[config.mk]
export PLATFORM = sky130hd
export DESIGN_NAME = hvsp_top
export DESIGN_NICKNAME = d
export VERILOG_FILES = /design/src/shared/hvsp_pkg.sv /design/src/logic/hvsp_top.sv
export SDC_FILE = /design/constraint.sdc
export NUM_CORES = 1
export LEC_CHECK = 0
export ABC_CLOCK_PERIOD_IN_PS = 8600
export BUFFER_PORTS_ARGS = -buffer_cell sky130_fd_sc_hd__buf_2
export CORE_MARGIN = 2
export CORE_UTILIZATION = 61
export CTS_CLUSTER_DIAMETER = 80
export DETAILED_ROUTE_END_ITERATION = 16
export PLACE_DENSITY = 0.74
export SLEW_MARGIN = 5
export SYNTH_ARGS = -nofsm -noshare
export SYNTH_HDL_FRONTEND = slang
export SYNTH_SLANG_ARGS = --single-unit
[constraint.sdc]
create_clock -name clock -period 8.6 [get_ports clock]
set_input_delay 0.86 -clock clock [delete_from_list [all_inputs] [get_ports clock]]
set_output_delay 0.86 -clock clock [all_outputs]
set_load 0.02 [all_outputs]
[src/shared/hvsp_pkg.sv]
// Constants shared by the horizontal/vertical sync processor.
// Assumes a 125 MHz system clock from which the 8/12 MHz time base is derived.
package hvsp_pkg;

  // ----------------------------------------------------------------
  // Clocking and time base
  // ----------------------------------------------------------------
  localparam logic [7:0] CLOCK_MHZ    = 8'h7d;  // 125 MHz system clock.
  localparam logic [7:0] OSC_SLOW_MHZ = 8'h08;  // Time base with select low.
  localparam logic [7:0] OSC_FAST_MHZ = 8'h0c;  // Time base with select high.
  localparam int OSC_SLOW_HZ = 8_000_000;
  localparam int OSC_FAST_HZ = 12_000_000;

  // ----------------------------------------------------------------
  // Presence, extraction and blanking thresholds
  // ----------------------------------------------------------------
  localparam int H_SET_HZ        = 10_000;  // Horizontal present above this.
  localparam int V_SET_HZ        = 40;      // Vertical present above this.
  localparam int PRES_CLR_HZ     = 10;      // Any present flag drops below this.
  localparam int VB_MAX_HZ_SLOW  = 200;     // Blanking cut-off, slow base.
  localparam int VB_MAX_HZ_FAST  = 133;     // Blanking cut-off, fast base.
  localparam int CV_DELAY_US     = 10;      // Broad pulse length for extraction.
  localparam int H_SET_SLOW   = OSC_SLOW_HZ / H_SET_HZ;
  localparam int H_SET_FAST   = OSC_FAST_HZ / H_SET_HZ;
  localparam int V_SET_SLOW   = OSC_SLOW_HZ / V_SET_HZ;
  localparam int V_SET_FAST   = OSC_FAST_HZ / V_SET_HZ;
  localparam int CLR_SLOW     = OSC_SLOW_HZ / PRES_CLR_HZ;
  localparam int CLR_FAST     = OSC_FAST_HZ / PRES_CLR_HZ;
  localparam int CV_SLOW      = CV_DELAY_US * (OSC_SLOW_HZ / 1_000_000);
  localparam int CV_FAST      = CV_DELAY_US * (OSC_FAST_HZ / 1_000_000);

  // ----------------------------------------------------------------
  // Counter geometry
  // ----------------------------------------------------------------
  localparam int PRES_W    = 21;  // Presence and polarity tick counters.
  localparam int HORIZ_COUNT_LATCH_W    = 15;  // Horizontal period counter.
  localparam int HLATCH_W  = 11;  // Horizontal result width.
  localparam int VERT_COUNT_LATCH_W    = 14;  // Vertical period counter.
  localparam int VLATCH_W  = 9;   // Vertical result width.
  localparam logic [5:0] H_WINDOW_LAST = 6'h3f;  // 64 horizontal periods.
  localparam logic [3:0] V_PRESCALE_LAST = 4'hf; // 16 ticks per count.
  localparam int VB_SLOW_CNT = OSC_SLOW_HZ / VB_MAX_HZ_SLOW / 16;
  localparam int VB_FAST_CNT = OSC_FAST_HZ / VB_MAX_HZ_FAST / 16;

  // ----------------------------------------------------------------
  // Event flag positions and source select codes
  // ----------------------------------------------------------------
  localparam int FLG_HPR = 5;
  localparam int FLG_VPR = 4;
  localparam int FLG_HPL = 3;
  localparam int FLG_VPL = 2;
  localparam int FLG_HF  = 1;
  localparam int FLG_VF  = 0;
  localparam logic [1:0] SRC_OFF  = 2'h0;  // Composite disabled.
  localparam logic [1:0] SRC_AUTO = 2'h1;  // Automatic switch-over.
  localparam logic [1:0] SRC_VIN  = 2'h2;  // Direct vertical input.
  localparam logic [1:0] SRC_CV   = 2'h3;  // Extracted vertical sync.

endpackage

[src/logic/hvsp_top.sv]
// Horizontal/vertical sync processor: separation, presence, period and polarity.
// Assumes sync pins are asynchronous and software clears flags by one-cycle pulses.
//
// Operation
// Pulses shorter than one oscillator period ignored.
// Extract vertical from horizontal, flag its presence.
// Software may select extracted vertical as source.
// Extracted vertical lags composite by 10-16 us.
// 15-bit counter times 64 horizontal periods.
// Horizontal result refreshes per frame or continuously.
// 14-bit counter times vertical period, 9 bits.
// Vertical result in 512-tick units, every frame.
// Each counter reports its own overflow.
// Frequency event on count change or overflow.
// Counts within one LSB of ideal.
// Horizontal presence: set 10 kHz, clear 10 Hz.
// Vertical presence: set 40 Hz, clear 10 Hz.
// Time-base select sets presence reference timing.
// Horizontal presence change raises its event flag.
// Vertical or composite presence change raises event.
// High longer than low means negative polarity.
// Polarity changes raise horizontal/vertical event flags.
// Protect blank output against fast vertical sync.
// Select low is 8 MHz, high 12 MHz.
// Blank cut above 200 Hz or 133 Hz.
// Source select field: 11, 10, 00, 01.
// Software clears pending flags when servicing interrupt.
// Presence flags hold between thresholds (hysteresis).
`timescale 1ns/1ps
`default_nettype none

module hvsp_top
  import hvsp_pkg::*;
#(
  parameter int V_SET_SLOW_P = V_SET_SLOW,  // Vertical set period, slow base.
  parameter int V_SET_FAST_P = V_SET_FAST,  // Vertical set period, fast base.
  parameter int CLR_SLOW_P   = CLR_SLOW,    // Presence drop period, slow base.
  parameter int CLR_FAST_P   = CLR_FAST,    // Presence drop period, fast base.
  parameter int VB_SLOW_P    = VB_SLOW_CNT, // Blank cut-off in vertical counts.
  parameter int VB_FAST_P    = VB_FAST_CNT
)(
  input  wire logic                clock,
  input  wire logic                rst_b,
  input  wire logic                clk_en,
  input  wire logic                hsync_in,
  input  wire logic                vsync_in,
  input  wire logic [1:0]          sync_source_select,
  input  wire logic                presence_timebase_select,
  input  wire logic [5:0]          flag_clear,
  output logic                     composite_vert_present,
  output logic                     horiz_present,
  output logic                     vert_present,
  output logic                     horiz_polarity,
  output logic                     vert_polarity,
  output logic [HLATCH_W-1:0]      horiz_count_latch,
  output logic                     horiz_overflow,
  output logic [VLATCH_W-1:0]      vert_count_latch,
  output logic                     vert_overflow,
  output logic                     vert_blank_out,
  output logic                     horiz_presence_change_flag,
  output logic                     vert_presence_change_flag,
  output logic                     horiz_polarity_change_flag,
  output logic                     vert_polarity_change_flag,
  output logic                     horiz_freq_change_flag,
  output logic                     vert_freq_change_flag
);

  // ----------------------------------------------------------------
  // Reset release and pin synchronisers
  // ----------------------------------------------------------------
  logic [1:0] rst_sync_reg;   // Reset release pipeline.
  logic       rst_n;          // Internal synchronised reset.
  logic [1:0] pin_meta_reg;   // First stage, read only by second stage.
  logic [1:0] pin_sync_reg;   // Second stage: {vsync, hsync}.

  // Reset asserts at once but releases two edges later.
  always_ff @(posedge clock or negedge rst_b)
  begin
    if (!rst_b) rst_sync_reg <= 2'h0;
    else        rst_sync_reg <= {rst_sync_reg[0], 1'b1};
  end
  assign rst_n = rst_sync_reg[1];

  // Sync pins come from another source and must be retimed first.
  always_ff @(posedge clock or negedge rst_n)
  begin
    if (!rst_n)
    begin
      pin_meta_reg <= 2'h0;
      pin_sync_reg <= 2'h0;
    end
    else if (clk_en)
    begin
      pin_meta_reg <= {vsync_in, hsync_in};
      pin_sync_reg <= pin_meta_reg;
    end
  end

  // ----------------------------------------------------------------
  // Oscillator time base
  // ----------------------------------------------------------------
  logic [7:0] osc_acc_reg;  // Fractional phase accumulator.
  logic [7:0] osc_sum;      // Accumulator plus step.
  logic       osc_tick;     // One system cycle per oscillator period.
  logic       half_reg;     // Alternates every oscillator tick.

  assign osc_sum  = osc_acc_reg + (presence_timebase_select ? OSC_FAST_MHZ : OSC_SLOW_MHZ);
  assign osc_tick = osc_sum >= CLOCK_MHZ;

  // A phase accumulator gives the exact mean rate with some tick jitter.
  always_ff @(posedge clock or negedge rst_n)
  begin
    if (!rst_n)
    begin
      osc_acc_reg <= 8'h00;
      half_reg    <= 1'b0;
    end
    else if (clk_en)
    begin
      osc_acc_reg <= osc_tick ? osc_sum - CLOCK_MHZ : osc_sum;
      if (osc_tick) half_reg <= ~half_reg;
    end
  end

  // ----------------------------------------------------------------
  // Noise filter: a level must be seen at two ticks in a row
  // ----------------------------------------------------------------
  logic [1:0] samp_reg;  // Level seen at the previous tick.
  logic [1:0] filt_reg;  // Filtered {vsync, hsync}.

  for (genvar i = 0; i < 2; i++)
  begin : g_filt
    always_ff @(posedge clock or negedge rst_n)
    begin
      if (!rst_n)
      begin
        samp_reg[i] <= 1'b0;
        filt_reg[i] <= 1'b0;
      end
      else if (clk_en && osc_tick)
      begin
        samp_reg[i] <= pin_sync_reg[i];
        if (samp_reg[i] == pin_sync_reg[i]) filt_reg[i] <= pin_sync_reg[i];
      end
    end
  end

  // ----------------------------------------------------------------
  // Composite separation
  // ----------------------------------------------------------------
  logic [7:0] cv_run_reg;  // Length of the current active horizontal pulse.
  logic       cv_reg;      // Extracted vertical sync, active high.
  logic       h_active;    // Horizontal input at its active level.
  logic [7:0] cv_limit;    // Broad pulse threshold in ticks.
  logic [2:0] pres_reg;    // Present flags {cv, v, h}.
  logic [1:0] pol_reg;     // Polarities {v, h}, one is positive.

  assign h_active = ~(filt_reg[0] ^ pol_reg[0]);
  assign cv_limit = presence_timebase_select ? 8'(CV_FAST) : 8'(CV_SLOW);

  // A broad pulse asserts extracted sync once it has lasted the threshold,
  // so the lag stays 10 us on either time base; a normal short pulse ends it.
  always_ff @(posedge clock or negedge rst_n)
  begin
    if (!rst_n)
    begin
      cv_run_reg <= 8'h00;
      cv_reg     <= 1'b0;
    end
    else if (clk_en && osc_tick)
    begin
      if (h_active)
      begin
        if (cv_run_reg < cv_limit) cv_run_reg <= cv_run_reg + 8'h01;
        if (cv_run_reg == cv_limit - 8'h01) cv_reg <= 1'b1;
      end
      else
      begin
        if (cv_run_reg != 8'h00 && cv_run_reg < cv_limit) cv_reg <= 1'b0;
        cv_run_reg <= 8'h00;
      end
    end
  end

  // ----------------------------------------------------------------
  // Vertical source selection
  // ----------------------------------------------------------------
  logic sel_v;  // Vertical sync used for polarity, period and blanking.

  always_comb
  begin
    unique case (sync_source_select)
      SRC_CV:   sel_v = cv_reg;
      SRC_AUTO: sel_v = (pres_reg[2] && !pres_reg[1]) ? cv_reg : filt_reg[1];
      SRC_VIN:  sel_v = filt_reg[1];
      SRC_OFF:  sel_v = filt_reg[1];
    endcase
  end

  // ----------------------------------------------------------------
  // Presence check on {cv, v, h}
  // ----------------------------------------------------------------
  logic [2:0]        pres_sig;       // Signals checked.
  logic [2:0]        pres_prev_reg;  // Level at previous tick.
  logic [2:0]        pres_d_reg;     // Flags one cycle ago.
  logic [PRES_W-1:0] pres_cnt_reg [3];
  logic [PRES_W-1:0] set_lim [3];
  logic [PRES_W-1:0] clr_lim;

  assign pres_sig = {cv_reg, filt_reg[1], filt_reg[0]};
  assign set_lim[0] = presence_timebase_select ? PRES_W'(H_SET_FAST) : PRES_W'(H_SET_SLOW);
  assign set_lim[1] = presence_timebase_select ? PRES_W'(V_SET_FAST_P) : PRES_W'(V_SET_SLOW_P);
  assign set_lim[2] = set_lim[1];
  assign clr_lim    = presence_timebase_select ? PRES_W'(CLR_FAST_P) : PRES_W'(CLR_SLOW_P);

  for (genvar k = 0; k < 3; k++)
  begin : g_pres
    // Short periods set the flag, a long silence clears it, else it holds.
    always_ff @(posedge clock or negedge rst_n)
    begin
      if (!rst_n)
      begin
        pres_prev_reg[k] <= 1'b0;
        pres_cnt_reg[k]  <= '0;
        pres_reg[k]      <= 1'b0;
        pres_d_reg[k]    <= 1'b0;
      end
      else if (clk_en)
      begin
        pres_d_reg[k] <= pres_reg[k];
        if (osc_tick)
        begin
          pres_prev_reg[k] <= pres_sig[k];
          if (pres_sig[k] && !pres_prev_reg[k])
          begin
            if (pres_cnt_reg[k] < set_lim[k]) pres_reg[k] <= 1'b1;
            pres_cnt_reg[k] <= '0;
          end
          else if (pres_cnt_reg[k] >= clr_lim) pres_reg[k] <= 1'b0;
          else pres_cnt_reg[k] <= pres_cnt_reg[k] + 1'b1;
        end
      end
    end
  end

  // ----------------------------------------------------------------
  // Polarity detection on {selected v, h}
  // ----------------------------------------------------------------
  logic [1:0]        pol_sig;
  logic [1:0]        pol_prev_reg;
  logic [1:0]        pol_d_reg;
  logic [PRES_W-1:0] hi_cnt_reg [2];
  logic [PRES_W-1:0] lo_cnt_reg [2];

  assign pol_sig = {sel_v, filt_reg[0]};

  for (genvar j = 0; j < 2; j++)
  begin : g_pol
    // Over each period compare high and low time; counters saturate.
    always_ff @(posedge clock or negedge rst_n)
    begin
      if (!rst_n)
      begin
        pol_prev_reg[j] <= 1'b0;
        hi_cnt_reg[j]   <= '0;
        lo_cnt_reg[j]   <= '0;
        pol_reg[j]      <= 1'b1;
        pol_d_reg[j]    <= 1'b1;
      end
      else if (clk_en)
      begin
        pol_d_reg[j] <= pol_reg[j];
        if (osc_tick)
        begin
          pol_prev_reg[j] <= pol_sig[j];
          if (pol_sig[j] && !pol_prev_reg[j])
          begin
            pol_reg[j]    <= !(hi_cnt_reg[j] > lo_cnt_reg[j]);
            hi_cnt_reg[j] <= '0;
            lo_cnt_reg[j] <= '0;
          end
          else if (pol_sig[j] && hi_cnt_reg[j] != '1) hi_cnt_reg[j] <= hi_cnt_reg[j] + 1'b1;
          else if (!pol_sig[j] && lo_cnt_reg[j] != '1) lo_cnt_reg[j] <= lo_cnt_reg[j] + 1'b1;
        end
      end
    end
  end

  // ----------------------------------------------------------------
  // Horizontal period counter
  // ----------------------------------------------------------------
  logic [HORIZ_COUNT_LATCH_W-1:0] h_cnt_reg;     // Runs at half the time base.
  logic [5:0]        h_edge_reg;    // Periods in the current window.
  logic              v_load_reg;    // A vertical edge asks for a reload.
  logic              hf_ev_reg;     // One-cycle frequency event.
  logic              h_rise;
  logic              v_rise;

  assign h_rise = osc_tick && pol_sig[0] && !pol_prev_reg[0];
  assign v_rise = osc_tick && pol_sig[1] && !pol_prev_reg[1];

  // Counting at half rate makes the top 11 bits twice the period in ticks.
  always_ff @(posedge clock or negedge rst_n)
  begin
    if (!rst_n)
    begin
      h_cnt_reg         <= '0;
      h_edge_reg        <= 6'h00;
      v_load_reg        <= 1'b0;
      horiz_count_latch <= '0;
      horiz_overflow    <= 1'b0;
      hf_ev_reg         <= 1'b0;
    end
    else if (clk_en)
    begin
      hf_ev_reg <= 1'b0;
      if (v_rise) v_load_reg <= 1'b1;
      if (h_rise && h_edge_reg == H_WINDOW_LAST)
      begin
        h_cnt_reg      <= '0;
        horiz_overflow <= (h_cnt_reg == '1);
        if (h_cnt_reg == '1 && !horiz_overflow) hf_ev_reg <= 1'b1;
        if (v_load_reg || !pres_reg[1])
        begin
          horiz_count_latch <= h_cnt_reg[HORIZ_COUNT_LATCH_W-1 -: HLATCH_W];
          v_load_reg        <= 1'b0;
          if (h_cnt_reg[HORIZ_COUNT_LATCH_W-1 -: HLATCH_W] != horiz_count_latch) hf_ev_reg <= 1'b1;
        end
      end
      else if (osc_tick && half_reg)
      begin
        if (h_cnt_reg != '1) h_cnt_reg <= h_cnt_reg + 1'b1;
        else if (!horiz_overflow)
        begin
          horiz_overflow <= 1'b1;
          hf_ev_reg      <= 1'b1;
        end
      end
      if (h_rise) h_edge_reg <= h_edge_reg + 6'h01;
    end
  end

  // ----------------------------------------------------------------
  // Vertical period counter and blank protection
  // ----------------------------------------------------------------
  logic [VERT_COUNT_LATCH_W-1:0] v_cnt_reg;   // Counts in 16-tick units.
  logic [3:0]        v_pre_reg;   // Prescaler.
  logic              vf_ev_reg;   // One-cycle frequency event.
  logic              v_fast_reg;  // Vertical too fast for blanking.
  logic [VERT_COUNT_LATCH_W-1:0] vb_lim;

  assign vb_lim = presence_timebase_select ? VERT_COUNT_LATCH_W'(VB_FAST_P) : VERT_COUNT_LATCH_W'(VB_SLOW_P);

  // Each vertical edge latches the top 9 bits, i.e. period over 512 ticks.
  always_ff @(posedge clock or negedge rst_n)
  begin
    if (!rst_n)
    begin
      v_cnt_reg        <= '0;
      v_pre_reg        <= 4'h0;
      vert_count_latch <= '0;
      vert_overflow    <= 1'b0;
      vf_ev_reg        <= 1'b0;
      v_fast_reg       <= 1'b0;
    end
    else if (clk_en)
    begin
      vf_ev_reg <= 1'b0;
      if (v_rise)
      begin
        vert_count_latch <= v_cnt_reg[VERT_COUNT_LATCH_W-1 -: VLATCH_W];
        vert_overflow    <= (v_cnt_reg == '1);
        if (v_cnt_reg == '1 && !vert_overflow) vf_ev_reg <= 1'b1;
        v_fast_reg       <= (v_cnt_reg < vb_lim);
        if (v_cnt_reg[VERT_COUNT_LATCH_W-1 -: VLATCH_W] != vert_count_latch) vf_ev_reg <= 1'b1;
        v_cnt_reg <= '0;
        v_pre_reg <= 4'h0;
      end
      else if (osc_tick)
      begin
        v_pre_reg <= v_pre_reg + 4'h1;
        if (v_cnt_reg >= vb_lim) v_fast_reg <= 1'b0;
        if (v_pre_reg == V_PRESCALE_LAST)
        begin
          if (v_cnt_reg != '1) v_cnt_reg <= v_cnt_reg + 1'b1;
          else if (!vert_overflow)
          begin
            vert_overflow <= 1'b1;
            vf_ev_reg     <= 1'b1;
          end
        end
      end
    end
  end

  // Blank output follows the selected vertical unless it runs too fast.
  always_ff @(posedge clock or negedge rst_n)
  begin
    if (!rst_n) vert_blank_out <= 1'b0;
    else if (clk_en) vert_blank_out <= sel_v && !v_fast_reg;
  end

  // ----------------------------------------------------------------
  // Event flags: a set in the same cycle as its clear wins
  // ----------------------------------------------------------------
  logic [5:0] flag_reg;
  logic [5:0] ev;
  logic       cv_chg;

  assign cv_chg = (pres_reg[2] != pres_d_reg[2]) && (sync_source_select != SRC_OFF);
  assign ev[FLG_HPR] = pres_reg[0] != pres_d_reg[0];
  assign ev[FLG_VPR] = (pres_reg[1] != pres_d_reg[1]) || cv_chg;
  assign ev[FLG_HPL] = pol_reg[0] != pol_d_reg[0];
  assign ev[FLG_VPL] = pol_reg[1] != pol_d_reg[1];
  assign ev[FLG_HF]  = hf_ev_reg;
  assign ev[FLG_VF]  = vf_ev_reg;

  // Flags stay until software clears them while serving the interrupt.
  always_ff @(posedge clock or negedge rst_n)
  begin
    if (!rst_n) flag_reg <= 6'h00;
    else if (clk_en) flag_reg <= (flag_reg & ~flag_clear) | ev;
  end

  assign horiz_presence_change_flag = flag_reg[FLG_HPR];
  assign vert_presence_change_flag  = flag_reg[FLG_VPR];
  assign horiz_polarity_change_flag = flag_reg[FLG_HPL];
  assign vert_polarity_change_flag  = flag_reg[FLG_VPL];
  assign horiz_freq_change_flag     = flag_reg[FLG_HF];
  assign vert_freq_change_flag      = flag_reg[FLG_VF];
  assign composite_vert_present     = pres_reg[2];
  assign vert_present               = pres_reg[1];
  assign horiz_present              = pres_reg[0];
  assign horiz_polarity             = pol_reg[0];
  assign vert_polarity              = pol_reg[1];

endmodule // hvsp_top

`default_nettype wire

; Yosys cells after proc, flatten, opt, wreduce, memory -nomap -nowiden
; Index checks and enable logic that the tools add are counted.
[classes]
n_addsub = 15
order_cmp = 12
n_eq_ne = 34
muxes = 75
bitwise = 5
reduce_logical = 80
[ops]
columns = operator, n
row1 = 21-bit 2-to-1 mux, 17
row2 = "21-bit by 1-bit adder with 21-bit output, second input constant", 7
row3 = "21-bit inequality test, second input constant", 4
row4 = 21-bit >= comparator, 3
row5 = 14-bit 2-to-1 mux, 4
row6 = 15-bit 2-to-1 mux, 3
row7 = 21-bit > comparator, 2
row8 = 21-bit by 19-bit less-than comparator with 1-bit output, 2
row9 = 1-bit 2-to-1 mux, 40
row10 = 3-bit AND reduction, 12
row11 = 2-bit nonzero test, 16
row12 = 4-bit AND reduction, 7
row13 = 8-bit 2-to-1 mux, 3
row14 = 1-bit logical AND, 21
row15 = 21-bit by 11-bit less-than comparator with 1-bit output, 1
row16 = 19-bit 2-to-1 mux, 1
row17 = "15-bit by 1-bit adder with 15-bit output, second input constant", 1
row18 = "15-bit == test, second input constant", 1
row19 = "15-bit inequality test, second input constant", 1
row20 = "14-bit by 1-bit adder with 14-bit output, second input constant", 1
row21 = "14-bit == test, second input constant", 1
row22 = 14-bit by 13-bit >= comparator with 1-bit output, 1
row23 = 14-bit by 13-bit less-than comparator with 1-bit output, 1
row24 = "14-bit inequality test, second input constant", 1
row25 = other kinds (36), 70
[word_totals]
regBits = 261
inputBits = 14
output_inout_bits = 34
wordCells = 267

; Logic depth before layout (Yosys ltp)
[depth]
depth_word = 9
depth_mapped = 11
mapped_depth_nobuf = 9

; Worst setup path after synthesis
; No wires, ideal clock.
[synth_path]
path_type = input-to-reg
from = input presence_timebase_select
to = register pres_cnt_reg[41] (netlist name)
t_arrival_ps = 3310
required_time_ps = 8522
setup_slack_ps = 5212
path_stages = 9
n_path_buf = 0
cell_sequence = inv_1 -> ha_1 -> and4b_1 -> o31ai_1 -> a21oi_1 -> a211oi_2 -> o2111ai_2 -> or4_1 -> a21oi_1
[synth_between]
elab_chain_cells = 4
[synth_rtl]
columns = item, line_no
row1 = from (decl), hvsp_top.sv:48  ; input wire logic presence_timebase_select,
row2 = 3-bit 2-to-1 mux or 21-bit 2-to-1 mux (tied branches), "hvsp_top.sv:107, hvsp_top.sv:214"
row3 = 8-bit by 4-bit adder with 8-bit output or 21-bit >= comparator (tied branches), "hvsp_top.sv:107, hvsp_top.sv:239"
row4 = 8-bit by 7-bit >= comparator with 1-bit output or 2-bit inequality test (tied branches), -
row5 = 3-bit AND reduction (no line) (*), -
row6 = "to (signal, indexed assignment)", hvsp_top.sv:240  ; else pres_cnt_reg[k] <= pres_cnt_reg[k] + 1'b1;
row7 = to (decl), hvsp_top.sv:206  ; logic [PRES_W-1:0] pres_cnt_reg [3];
; Every way passes the cells marked *; elsewhere a longest branch is shown, timed or not.
; A chain may end at the register's enable or synchronous reset.

; Worst setup path after layout
; Same ends and word-level chain as after synthesis.

==> out/summary.txt <==
Core footprint -> 25,800 um2
Post-DRT Antenna Nets -> 0
Mapped Area -> 15,900 um2
Status -> finished, final reports clean
CP max stage cell -> a211oi_2
Max stage delay on crit path -> 0.69 ns
Synthesized area per cell -> 9.18 um2
Largest net degree at the start of global routing -> 155
Worst Clk Skew -> 0.0143 ns
Final Slew Violations -> 0
Adder-Cell Fraction of Synth Area -> 9.61%
Iteration-0 DRC count of the detailed router -> 1,009
Post-synth top area share -> 40.5%
Setup bufs post-CTS -> 0
Die area -> 27,300 um2
Area contributors post-synth -> dfrtp_1 (40%), ha_1 (9.6%), xnor2_1 (4.4%)
EDFF count, synth -> 0
Largest family of logic cells by synthesized area -> simple AND/OR/NAND/NOR gates
Share of cells above drive strength 1 -> 9.06%
Post-synth top flop -> dfrtp_1
Startpoint types -> input pin
Longest Clk Path Bufs -> 3
Final WL -> 35,300 um
Clock latency on the worst-skew pair -> 0.56 ns
Worst-path cell chain -> buf_2 -> inv_1 -> buf_4 -> ha_1 -> and4b_1 -> o31ai_1 -> a21oi_1 -> a211oi_2 -> o2111ai_2 -> or4_1 -> a21oi_1
MaxCap Viol Count -> 0
Num rows -> 59
Gr ovfl total -> 0
Commonest non-fill, non-tap cells in the layout -> dfrtp_1 (256), nand2_1 (173), nor2_1 (162)
H-tree levels -> 1
Via density -> 5.98
Starting density of the core -> 61.5%
Worst EP required -> 9.07 ns
Total area of sequential cells -> 6540 um2
Synthesis-to-finish area growth -> 9.88%
Overall Global Routing Usage -> 26.2%
Period Utilization, post-route -> 50.3%
Multi-input logic area -> 8750 um2
Die Width -> 165 um
Clk sinks -> 261
First-pass detailed-route iteration total -> 8
Crit-path max FO -> 38
Critical Path AT -> 4.80 ns
PortBufs -> 47
Seq/Total Area, Yosys -> 41.2%
Yosys cell types -> 83
Routed via count -> 12,700
Peak supply drop -> 0.000179 V
Mapped Cells -> 1,731
Crit path kind -> input pin to register
RSZ-0062 raised after global routing -> no
Compound-Gate Fraction of Synth Area -> 12.0%
Most frequent CP cell -> a21oi_1
Final hold vios -> 0
Final GP Congestion -> 0.841
Placed instance count -> 2,068
Final Critical Period -> 4.33 ns
Per-cell routed wire length -> 16.6 um
Post-synth ARST share -> 100%
Commonest non-fill, non-tap cell in the layout -> dfrtp_1
DP Worst Slack -> 3.73 ns
Max FFs per register -> 63
First-pass GRT wire length -> 59,100 um
Simple-gate share of the synthesized area -> 23.4%
Syn_nets -> 1,867
Final #Nets -> 1,901
Worst Max-Slew Pin Slew -> 1.12 ns
Final Cell Area -> 17,500 um2
CP Launch Point -> presence_timebase_select
Post-cts resize count -> 0
Final Non-Filler Cells -> 2,124
Post-synthesis mux area share -> 1.56%
Top Ports -> 48
Clk root buf -> clkbuf_16
Pleak -> 8.07 nW
Initial antenna violation count -> 0
Vias in the first global route -> 12,200
Yosys reg bits -> 261
Filler cells -> 2,087
HPWL Detailed -> 24,200 um
N_diodes -> 0
Die Y -> 165 um
TritonCTS buffer count -> 30
DRC -> 0
PD cells -> 241 nW/um2
FF-to-FF Start -> osc_acc_reg[2]
Clk pin slew, worst setup/hold paths -> 0.06 ns
Relative max-transition margin -> 25.0%
Fmax achieved -> 0.231 GHz
Setup slack after layout -> 4.27 ns
# hold bufs at CTS -> 0
Final setup viols -> 0
Critical Path End Type -> register
Area leader, netlist -> dfrtp_1
Hold WC Path Type -> input pin to async pin
Synth warn -> 0
Post-placement cell area -> 16,400 um2
Setup_tns -> 0 ns
CTS tree -> done
Synth Area in XOR/XNOR -> 8.38%
-- worst paths after layout --
kind	endpoint	slack, ns	cells past startpoint
min	rst_sync_reg[1]	0.07	1
min reg2reg	lo_cnt_reg[36]	0.29	0
max	pres_cnt_reg[41]	4.27	11
max reg2reg	horiz_count_latch[9]	4.98	8
min in group clock	rst_sync_reg[1]	0.35	0
max in group asynchronous	horiz_count_latch[7]	7.03	1
-- cell usage after synthesis (10+ instances only) --
library cell  number
dfrtp_1          257
nand2_1          173
nor2_1           163
ha_1             122
o21ai_0          112
inv_1             92
nand3_1           86
xnor2_1           80
nand4_1           76
xor2_1            72
a21oi_1           64
nor3_1            45
and3_1            29
or3_1             29
clkbuf_1          28
buf_2             23
nor4_1            21
mux2_2            19
and2_1            17
nor2b_1           16
a21o_1            15
and4_1            15
nand2b_1          14
o31ai_1           11
a31oi_1           10
-- power by group --
| group | internal (mW) | switching (mW) | total, mW |
|---|---|---|---|
| logic | 0.423 | 0.749 | 1.17 |
| clock network | 0.830 | 0.524 | 1.35 |
| registers | 1.44 | 0.235 | 1.67 |
-- logic make-up after synthesis --
| logic type | count (synthesis) |
|---|---|
| other | 1 |
| AO/OA/AOI/OAI | 296 |
| XOR/XNOR | 152 |
| adder cells (fa/ha/maj) | 122 |
| flip-flops | 261 |
| buffers and inverters | 149 |
| AND/OR/NAND/NOR | 728 |
| multiplexers | 22 |
-- per-stage QoR --
| step | util, % | hold WS, ns | power, mW |
|---|---|---|---|
| 3_3_place_gp | 63.4 | 0.313 | 2.81 |
| 6_report | 67.5 | 0.0748 | 4.20 |
| 3_5_place_dp | 63.4 | 0.305 | 2.86 |
| 2_1_floorplan | - | 0.331 | 2.54 |
| 4_1_cts | 67.5 | 0.0504 | 4.23 |
| 5_1_grt | 67.5 | 0.0566 | 4.47 |
-- layout make-up --
type / instances / share of cell area [%]
clock buffers: 44 / 5.06
clock inverters: 12 / 1.03
inverters: 92 / 1.98
multi-input cells: 1321 / 50.1
flip-flops and latches: 261 / 37.5
well taps: 335 / 2.40
repair buffers: 59 / 1.94
-- per-layer routing --
metal  wire, um  track usage (%)  vias up  share of wire (%)
met5          0                0        -                  0
met4        750             6.23        0                2.1
met3       1540             3.50       59                4.4
met2      16900             44.5      251                 48
met1      16100             35.8     6181                 46
li1           -                -     6216                  -
-- critical path: cells and delay by family --
family	cells	cell delay (ns)
buffers and inverters	3	1.36
adder cells (fa/ha/maj)	1	0.37
AND/OR/NAND/NOR	2	0.69
AO/OA/AOI/OAI	5	1.48
(Power assumes the default switching activity.)
